`config.mk`:
```
export PLATFORM = sky130hd
export DESIGN_NAME = adc_pair_ctrl
export DESIGN_NICKNAME = d
export VERILOG_FILES = /design/src/hdl/adc_pair_pkg.sv /design/src/hdl/adc_pair_ctrl.sv
export SDC_FILE = /design/constraint.sdc
export NUM_CORES = 1
export LEC_CHECK = 0
export BUFFER_PORTS_ARGS = -buffer_cell sky130_fd_sc_hd__buf_4
export CAP_MARGIN = 20
export CORE_UTILIZATION = 52
export DETAILED_ROUTE_END_ITERATION = 16
export GPL_TIMING_DRIVEN = 0
export PLACE_DENSITY = 0.77
export SLEW_MARGIN = 30
export SYNTH_ARGS = -nofsm -noshare
export SYNTH_HDL_FRONTEND = slang
export SYNTH_SLANG_ARGS = --single-unit
```
`constraint.sdc`:
```
create_clock -name aclk -period 2.35 [get_ports aclk]
set_input_delay 0.235 -clock aclk [delete_from_list [all_inputs] [get_ports aclk]]
set_output_delay 0.235 -clock aclk [all_outputs]
set_load 0.03 [all_outputs]
```
`src/hdl/adc_pair_pkg.sv`:
```
// Constants, field positions and types of the paired-channel converter control block.
// Assumes a 32-bit AXI4-Lite register bus with byte addresses below 256.
package adc_pair_pkg;
    localparam int NUM_PAIRS = 3;
    localparam int NUM_INPUTS = 2 * NUM_PAIRS;

    localparam logic [7:0] OFF_CTRL  = 8'h00;
    localparam logic [7:0] OFF_SRC   = 8'h04;
    localparam logic [7:0] OFF_STAT  = 8'h08;
    localparam logic [7:0] OFF_MASK  = 8'h0C;
    localparam logic [7:0] OFF_STATE = 8'h10;
    localparam logic [7:0] OFF_RES0  = 8'h20;
    localparam logic [7:0] OFF_RESN  = 8'h34;

    localparam int BIT_ON      = 15;
    localparam int BIT_HALT    = 13;
    localparam int BIT_GSW     = 10;
    localparam int BIT_JUSTIFY = 8;
    localparam int BIT_EARLY   = 7;
    localparam int BIT_ORDER   = 6;
    localparam int BIT_STAGGER = 5;
    localparam int DIV_LSB     = 0;
    localparam int DIV_W       = 3;

    localparam logic [15:0] CTRL_WMASK = 16'hA5E7;
    localparam logic [15:0] CTRL_RESET = 16'h0003;
    localparam logic [31:0] SRC_WMASK  = 32'h001F1F1F;
    localparam logic [31:0] SRC_RESET  = 32'h00000000;

    localparam int SRC_W      = 5;
    localparam int SRC_STRIDE = 8;
    localparam logic [4:0] SRC_NONE = 5'h00;
    localparam logic [4:0] SRC_GSW  = 5'h01;
    localparam logic [4:0] SRC_EXT  = 5'h02;

    localparam int RES_W        = 10;
    localparam int SAMPLE_TICKS = 2;
    localparam int PAIR_TICKS   = 24;
    localparam int HALF_TICKS   = PAIR_TICKS / 2;

    localparam logic [1:0] RESP_OKAY   = 2'h0;
    localparam logic [1:0] RESP_SLVERR = 2'h2;

    typedef enum logic [1:0] {ST_IDLE, ST_FIRST, ST_SECOND} conv_state_t;
endpackage

```
`src/hdl/adc_pair_ctrl.sv`:
```
// Control logic of a paired-channel 10-bit converter: control register, sample-and-hold
// timing, pair queue, conversion sequencing, result store and interrupt.
// Assumes all inputs are synchronous to aclk and the analog core presents conv_data
// for the channel on conv_chan by the end of each half of a pair conversion.
//
// How it works
// - Converter runs only while converter_on is set.
// - idle_halt stops converter during device idle.
// - global_soft_trigger starts pairs selecting it.
// - global_soft_trigger is never cleared by hardware.
// - result_justify_select picks left or right justify.
// - early_irq_select picks first or second completion.
// - Order settings change only while converter off.
// - pair_sequence_select converts odd input first.
// - Staggered mode samples shared S&H at odd start.
// - Otherwise shared samples with dedicated unless busy.
// - Unimplemented control bits read as zero.
// - PWM or timer request starts a sample.
// - Each sample lasts two converter clocks.
// - Acquired sample queues a pending conversion.
// - One pair conversion takes 24 converter clocks.
`timescale 1ns/10ps
module adc_pair_ctrl
    import adc_pair_pkg::*;
(
    input  wire logic        aclk,       // System clock, 250 MHz.
    input  wire logic        aresetn,    // Synchronous reset, active low.
    input  wire logic [7:0]  awaddr,     // Write address.
    input  wire logic        awvalid,    // Write address valid.
    output logic             awready,    // Write address ready.
    input  wire logic [31:0] wdata,      // Write data.
    input  wire logic [3:0]  wstrb,      // Write byte strobes.
    input  wire logic        wvalid,     // Write data valid.
    output logic             wready,     // Write data ready.
    output logic [1:0]       bresp,      // Write response.
    output logic             bvalid,     // Write response valid.
    input  wire logic        bready,     // Write response ready.
    input  wire logic [7:0]  araddr,     // Read address.
    input  wire logic        arvalid,    // Read address valid.
    output logic             arready,    // Read address ready.
    output logic [31:0]      rdata,      // Read data.
    output logic [1:0]       rresp,      // Read response.
    output logic             rvalid,     // Read data valid.
    input  wire logic        rready,     // Read data ready.
    input  wire logic [2:0]  pwm_trig,   // Per-pair PWM or timer request pulses.
    input  wire logic        idle_mode,  // Device is in idle mode.
    input  wire logic [9:0]  conv_data,  // Raw converter output.
    output logic [2:0]       ded_sample, // Dedicated S&H sampling, per pair.
    output logic [2:0]       shr_sample, // Shared S&H sampling, per pair.
    output logic [2:0]       conv_chan,  // Input being converted.
    output logic             conv_busy,  // A pair conversion is under way.
    output logic             irq         // Interrupt, active high level.
);
    logic [15:0]       ctrl_r;
    logic [31:0]       src_r;
    logic [2:0]        stat_r;
    logic [2:0]        mask_r;
    logic [7:0]        awaddr_r;
    logic [31:0]       wdata_r;
    logic [3:0]        wstrb_r;
    logic              aw_have_r;
    logic              w_have_r;
    logic              gsw_d_r;
    logic [DIV_W-1:0]  div_cnt_r;
    logic [2:0]        pend_r;
    logic [2:0]        late_r;
    logic [1:0]        cur_pair_r;
    logic [3:0]        half_cnt_r;
    logic [4:0]        conv_tick_r;
    logic [RES_W-1:0]  res_r [NUM_INPUTS];
    conv_state_t       state_r;

    logic              wr_fire;
    logic [31:0]       wr_bytes;
    logic [15:0]       ctrl_nxt;
    logic              run;
    logic              tick;
    logic              gsw_rise;
    logic              grant_go;
    logic [1:0]        grant;
    logic              half_end;
    logic              first_done;
    logic              second_done;
    logic              odd_go;
    logic [1:0]        odd_pair;
    logic [2:0]        trig;
    logic [2:0]        ev_set;
    logic [31:0]       rd_word;
    logic              rd_err;
    logic [2:0]        rd_idx;

    assign wr_fire = aw_have_r && w_have_r && !bvalid;
    assign wr_bytes = {{8{wstrb_r[3]}}, {8{wstrb_r[2]}}, {8{wstrb_r[1]}}, {8{wstrb_r[0]}}};
    assign run = ctrl_r[BIT_ON] && !(ctrl_r[BIT_HALT] && idle_mode);
    assign tick = run && (div_cnt_r == ctrl_r[DIV_LSB +: DIV_W]);
    assign gsw_rise = ctrl_r[BIT_GSW] && !gsw_d_r;
    assign half_end = tick && (half_cnt_r == 4'(HALF_TICKS - 1));
    assign first_done = (state_r == ST_FIRST) && half_end;
    assign second_done = (state_r == ST_SECOND) && half_end;

    always_comb begin
        ctrl_nxt = (ctrl_r & ~wr_bytes[15:0]) | (wdata_r[15:0] & wr_bytes[15:0]);
        ctrl_nxt = ctrl_nxt & CTRL_WMASK;
        if (ctrl_r[BIT_ON]) begin
            ctrl_nxt[BIT_EARLY] = ctrl_r[BIT_EARLY];
            ctrl_nxt[BIT_ORDER] = ctrl_r[BIT_ORDER];
        end
    end

    always_comb begin
        grant = 2'd0;
        for (int i = NUM_PAIRS - 1; i >= 0; i--) begin
            if (pend_r[i]) begin
                grant = 2'(i);
            end
        end
        grant_go = run && (state_r == ST_IDLE) && (pend_r != 3'h0);
    end

    assign odd_go = (grant_go && ctrl_r[BIT_ORDER]) || (first_done && !ctrl_r[BIT_ORDER]);
    assign odd_pair = grant_go ? grant : cur_pair_r;
    assign ev_set = (ctrl_r[BIT_EARLY] ? first_done : second_done) ? (3'h1 << cur_pair_r) : 3'h0;

    // Write side of the bus: address and data are taken in either order.
    always_ff @(posedge aclk) begin
        if (!aresetn) begin
            awready <= 1'b1;
            wready <= 1'b1;
            aw_have_r <= 1'b0;
            w_have_r <= 1'b0;
            bvalid <= 1'b0;
            bresp <= RESP_OKAY;
            awaddr_r <= 8'h00;
            wdata_r <= 32'h00000000;
            wstrb_r <= 4'h0;
        end else begin
            if (awvalid && awready) begin
                awaddr_r <= awaddr;
                aw_have_r <= 1'b1;
                awready <= 1'b0;
            end
            if (wvalid && wready) begin
                wdata_r <= wdata;
                wstrb_r <= wstrb;
                w_have_r <= 1'b1;
                wready <= 1'b0;
            end
            if (wr_fire) begin
                aw_have_r <= 1'b0;
                w_have_r <= 1'b0;
                bvalid <= 1'b1;
                bresp <= (awaddr_r == OFF_CTRL || awaddr_r == OFF_SRC || awaddr_r == OFF_STAT
                          || awaddr_r == OFF_MASK) ? RESP_OKAY : RESP_SLVERR;
            end
            if (bvalid && bready) begin
                bvalid <= 1'b0;
                awready <= 1'b1;
                wready <= 1'b1;
            end
        end
    end

    always_ff @(posedge aclk) begin
        if (!aresetn) begin
            ctrl_r <= CTRL_RESET;
            src_r <= SRC_RESET;
            mask_r <= 3'h0;
        end else if (wr_fire) begin
            if (awaddr_r == OFF_CTRL) begin
                ctrl_r <= ctrl_nxt;
            end
            if (awaddr_r == OFF_SRC) begin
                src_r <= ((src_r & ~wr_bytes) | (wdata_r & wr_bytes)) & SRC_WMASK;
            end
            if (awaddr_r == OFF_MASK && wstrb_r[0]) begin
                mask_r <= wdata_r[2:0];
            end
        end
    end

    // Sticky pair-done flags; a completion in the clearing cycle survives.
    always_ff @(posedge aclk) begin
        if (!aresetn) begin
            stat_r <= 3'h0;
            irq <= 1'b0;
        end else begin
            if (wr_fire && awaddr_r == OFF_STAT && wstrb_r[0]) begin
                stat_r <= (stat_r & ~wdata_r[2:0]) | ev_set;
            end else begin
                stat_r <= stat_r | ev_set;
            end
            irq <= ((stat_r | ev_set) & mask_r) != 3'h0;
        end
    end

    always_comb begin
        rd_word = 32'h00000000;
        rd_err = 1'b0;
        rd_idx = 3'((araddr - OFF_RES0) >> 2);
        unique case (araddr)
            OFF_CTRL:  rd_word = {16'h0000, ctrl_r & CTRL_WMASK};
            OFF_SRC:   rd_word = src_r;
            OFF_STAT:  rd_word = {29'h0, stat_r};
            OFF_MASK:  rd_word = {29'h0, mask_r};
            OFF_STATE: rd_word = {26'h0, pend_r, conv_busy, cur_pair_r};
            default: begin
                if (araddr >= OFF_RES0 && araddr <= OFF_RESN && araddr[1:0] == 2'b00) begin
                    if (ctrl_r[BIT_JUSTIFY]) begin
                        rd_word = {16'h0000, res_r[rd_idx], 6'h00};
                    end else begin
                        rd_word = {16'h0000, 6'h00, res_r[rd_idx]};
                    end
                end else begin
                    rd_err = 1'b1;
                end
            end
        endcase
    end

    always_ff @(posedge aclk) begin
        if (!aresetn) begin
            arready <= 1'b1;
            rvalid <= 1'b0;
            rdata <= 32'h00000000;
            rresp <= RESP_OKAY;
        end else begin
            if (arvalid && arready) begin
                arready <= 1'b0;
                rvalid <= 1'b1;
                rdata <= rd_word;
                rresp <= rd_err ? RESP_SLVERR : RESP_OKAY;
            end
            if (rvalid && rready) begin
                rvalid <= 1'b0;
                arready <= 1'b1;
            end
        end
    end

    // Converter clock: one tick every divider+1 system clocks.
    always_ff @(posedge aclk) begin
        if (!aresetn) begin
            div_cnt_r <= 3'h0;
            gsw_d_r <= 1'b0;
        end else begin
            gsw_d_r <= ctrl_r[BIT_GSW];
            if (!run || tick) begin
                div_cnt_r <= 3'h0;
            end else begin
                div_cnt_r <= div_cnt_r + 3'h1;
            end
        end
    end

    generate
        for (genvar p = 0; p < NUM_PAIRS; p++) begin : g_pair
            logic [4:0] src;
            logic       ded_end;
            logic       shr_go;
            logic       d_cnt_r;
            logic       s_cnt_r;
            assign src = src_r[p*SRC_STRIDE +: SRC_W];
            assign trig[p] = run && ((src == SRC_GSW && gsw_rise) || (src == SRC_EXT && pwm_trig[p]));
            assign ded_end = ded_sample[p] && tick && (d_cnt_r == 1'(SAMPLE_TICKS - 1));
            assign shr_go = (trig[p] && !ded_sample[p] && !ctrl_r[BIT_STAGGER] && !conv_busy)
                || (late_r[p] && grant_go && grant == 2'(p))
                || (odd_go && odd_pair == 2'(p) && ctrl_r[BIT_STAGGER]);

            always_ff @(posedge aclk) begin
                if (!aresetn || !run) begin
                    ded_sample[p] <= 1'b0;
                    d_cnt_r <= 1'b0;
                end else if (trig[p] && !ded_sample[p]) begin
                    ded_sample[p] <= 1'b1;
                    d_cnt_r <= 1'b0;
                end else if (ded_sample[p] && tick) begin
                    ded_sample[p] <= !ded_end;
                    d_cnt_r <= d_cnt_r + 1'b1;
                end
            end

            always_ff @(posedge aclk) begin
                if (!aresetn || !run) begin
                    shr_sample[p] <= 1'b0;
                    s_cnt_r <= 1'b0;
                end else if (shr_go) begin
                    shr_sample[p] <= 1'b1;
                    s_cnt_r <= 1'b0;
                end else if (shr_sample[p] && tick) begin
                    shr_sample[p] <= s_cnt_r != 1'(SAMPLE_TICKS - 1);
                    s_cnt_r <= s_cnt_r + 1'b1;
                end
            end

            always_ff @(posedge aclk) begin
                if (!aresetn || !run) begin
                    pend_r[p] <= 1'b0;
                    late_r[p] <= 1'b0;
                end else begin
                    if (ded_end) begin
                        pend_r[p] <= 1'b1;
                    end else if (grant_go && grant == 2'(p)) begin
                        pend_r[p] <= 1'b0;
                    end
                    if (trig[p] && !ded_sample[p] && !ctrl_r[BIT_STAGGER] && conv_busy) begin
                        late_r[p] <= 1'b1;
                    end else if (grant_go && grant == 2'(p)) begin
                        late_r[p] <= 1'b0;
                    end
                end
            end
        end
    endgenerate

    always_ff @(posedge aclk) begin
        if (!aresetn || !run) begin
            state_r <= ST_IDLE;
            conv_busy <= 1'b0;
            conv_chan <= 3'h0;
            cur_pair_r <= 2'd0;
            half_cnt_r <= 4'h0;
        end else begin
            unique case (state_r)
                ST_IDLE: begin
                    if (grant_go) begin
                        state_r <= ST_FIRST;
                        conv_busy <= 1'b1;
                        cur_pair_r <= grant;
                        conv_chan <= {grant, ctrl_r[BIT_ORDER]};
                        half_cnt_r <= 4'h0;
                    end
                end
                ST_FIRST, ST_SECOND: begin
                    if (half_end) begin
                        half_cnt_r <= 4'h0;
                        conv_chan[0] <= !conv_chan[0];
                        state_r <= (state_r == ST_FIRST) ? ST_SECOND : ST_IDLE;
                        conv_busy <= state_r == ST_FIRST;
                    end else if (tick) begin
                        half_cnt_r <= half_cnt_r + 4'h1;
                    end
                end
            endcase
        end
    end

    always_ff @(posedge aclk) begin
        if (!aresetn) begin
            for (int i = 0; i < NUM_INPUTS; i++) begin
                res_r[i] <= 10'h000;
            end
        end else if (first_done || second_done) begin
            res_r[conv_chan] <= conv_data;
        end
    end

    // Ticks spent on the current pair, read only by the a_pair_len check below.
    always_ff @(posedge aclk) begin
        if (!aresetn || grant_go) begin
            conv_tick_r <= 5'h00;
        end else if (conv_busy && tick) begin
            conv_tick_r <= conv_tick_r + 5'h01;
        end
    end

    // Ticks spent by the pair 0 dedicated sample, read only by the check below.
    logic [1:0] ded0_ticks_r;
    always_ff @(posedge aclk) begin
        if (!aresetn || !ded_sample[0]) begin
            ded0_ticks_r <= 2'h0;
        end else if (tick) begin
            ded0_ticks_r <= ded0_ticks_r + 2'h1;
        end
    end
endmodule

```
==> results.tsv <==
metric	value	unit
#FFs+latches synth	207	
fin crit share	0.9742	
Max IR drop VDD	0.6572	mV
final core occ	0.6632	
number of synthesized flops with an enable pin	80	
die width	135.6	um
CP endpoint kind	register	
Reg area	4945	sq um
total power	0.008062	W
WL final	24850	um
antenna violations before repair	0	
Worst-Margin Slew	949.1	ps
area of the multi-input gates	4129	sq um
status	complete, no violations	
DIE HEIGHT	135.6	um
clk_lat worst skew	520	ps
Synth cell types	64	
DR vias/cell	5.768	
core area	17360	sq um
layout filler cell count	1322	
Mapped Cells	872	
GPL Wtd Cong	0.9251	
Remaining Overflow, GRT	0	
Post-Synth XOR/XNOR Area	0.009438	
final setup fails	0	
vias in the first global route	7115	
# port buffers	95	
Syn-to-layout area delta	24.04	%
most common flop cell mapped by yosys	dfxtp_1	
first-pass GRT wire length	38580	um
startpoint types	register	
mux contribution to synthesized area	0.1000	
initial drt markers	604	
Total GRT Usage	0.2757	
ANT nets after route	0	
Num CTS Buffers	23	
leading area contributor after synthesis	dfxtp_1	
synthesized area per cell	10.64	sq um
post-layout min period	2289	ps
worst hold path class	in -> reg	
CTS tree	built	
leak pwr	4.310	nW
kind of critical path	reg -> reg	
DR vias	7372	
Worst EP arrival	2490	ps
max-cap violations	0	
final net count	1118	
Rel. slew slack	0.3614	
die area	18380	sq um
Initial Util	0.5347	
first-pass detailed-route iteration total	6	
worst-case clock skew	6.550	ps
Final Hold Fails	0	
Synth Area in Compound Gates	0.1209	
CP Max Fanout	10	
Req. time, crit path	2550	ps
share of layout cells above drive strength 1	0.1918	
post-DP HPWL	17120	um
CTS Sinks	207	
Longest Clk Path Bufs	3	
clock root cell	clkbuf_16	
antenna diode count	0	
H-tree depth	1	
synth top area cells	dfxtp_1 (27%), edfxtp_1 (26%), mux4_2 (4.9%)	
power density over the cells	700.3	nW/um^2
Placement Cell Area	10360	sq um
Final Max Tran Viols	0	
io pins	125	
Synth async-reset ratio	0	
cell area after synthesis	9280	sq um
share of the synthesized area in the top cell type	0.2740	
post-synthesis sequential area ratio	0.5328	
largest net degree at the start of global routing	14	
largest family of logic cells by synthesized area	simple AND/OR/NAND/NOR gates	
fmax	436.8	MHz
number of synthesis warnings	0	
DRC Markers	0	
Rows	48	
Synth Area in Simple Gates	0.1890	
Clock transition at path regs	60	ps
adder-cell share of the synthesized area	0.009438	
post-route cell area	11510	sq um
drt wl/cell	19.45	um
report_power, final:
| group | leakage (nW) | switching (W) | internal, W |
|---|---|---|---|
| Sequential | 1.74 | 0.0000627 | 0.00383 |
| Combinational | 2.21 | 0.000366 | 0.000292 |
| Clock | 0.361 | 0.00143 | 0.00208 |
critical path, cell delays in order, from the launching register on:
cell,delay (ps)
dfxtp_1,490
a21boi_4,300
and4_2,330
nand3_2,250
nor3_1,300
nand2b_4,300
stage by stage:
step | cells | TNS [ps] | hold WS [ps] | setup slack (ps)
floorplan | 884 | 0 | 335.4 | 130.1
global placement | 1204 | -48900 | 433.4 | -786.1
detailed placement | 1205 | -30590 | 443.4 | -447.6
CTS | 1278 | -5503 | 1.569 | -147.5
global route | 1278 | -778.8 | 21.71 | -47.28
finish | 1278 | 0 | 7.850 | 60.59
path summary, 6_finish.rpt:
kind,cells past startpoint,endpoint,slack (ps),start
min,3,awready$_SDFFE_PP1P_,8,bready
min reg2reg,2,rdata[16]$_SDFFE_PN0P_,460,rdata[16]$_SDFFE_PN0P_
max reg2reg,5,res_r[2][6]$_SDFFCE_PN0P_,60,register
max,5,res_r[2][6]$_SDFFCE_PN0P_,60,register
routing by layer:
layer / global-route usage / wire, um / up-vias
li1: - / - / 3470
met1: 0.3720 / 10280 / 3510
met2: 0.4402 / 11740 / 330
met3: 0.04789 / 2090 / 62
met4: 0.1086 / 741 / 0
met5: 0 / 0 / -
cells in the mapped netlist (all sizes together), types with 2 or more instances:
library cell and number:
a32oi 5, nand3 27, nor2b 29, a221oi 5, o32a 2, o211ai 4
a31oi 6, clkbuf 42, and3 15, o21ai 41, dfxtp 127, nor4 6
and4b 2, or3 2, nor2 42, a211oi 4, o21a 2, buf 21
nand4 9, and3b 3, xnor2 7, a21oi 38, nand3b 7, nor3b 6
edfxtp 80, nand2b 7, nor3 17, inv 14, xor2 3, mux2i 41
nand2 94, nand4b 2, and2 57, o31ai 2, o31a 3, ha 7
mux2 6, a21boi 44, or4 2, mux4 20, a311oi 3, nand4bb 2
a22oi 3
cell type report:
type                            count  area share
Multi-Input combinational cell    600      0.3587
Tap cell                          225     0.02446
Sequential cell                   207      0.4296
Buffer                             63     0.02674
Clock inverter                      8    0.007391
Timing Repair Buffer              129     0.09120
Inverter                           14    0.004565
Clock buffer                       32     0.05739
timing repair:
item	CTS	global route
hold buffers	31	0
setup endpoints to repair	157	143
pin swaps	2	0
setup buffers	2	0
hold endpoints to repair	30	0
gates resized for setup	12	16
cells in the final DEF, fill, tap and decap left out, drive strengths merged, types with 13 or more instances in the layout:
cell / netlist / routed
and3: 15 / 15
a21boi: 44 / 44
mux4: 20 / 20
edfxtp: 80 / 80
clkbuf: 42 / 72
nor3: 17 / 17
o21ai: 41 / 41
dlygate4sd3: 0 / 31
nand2: 94 / 94
nor2: 42 / 42
a21oi: 38 / 38
dfxtp: 127 / 127
mux2i: 41 / 41
and2: 57 / 57
inv: 14 / 15
buf: 21 / 121
nor2b: 29 / 29
conb: 1 / 13
nand3: 27 / 27
cells by family after synthesis:
family | count (synthesis)
AOI/OAI and AO/OA | 171
xor gates and xnor gates | 10
adders and majority gates | 7
buffers and inverters | 77
DFF | 207
muxes | 67
other | 1
and+or+nand+nor | 332
Power figures use the tool's default switching activity.
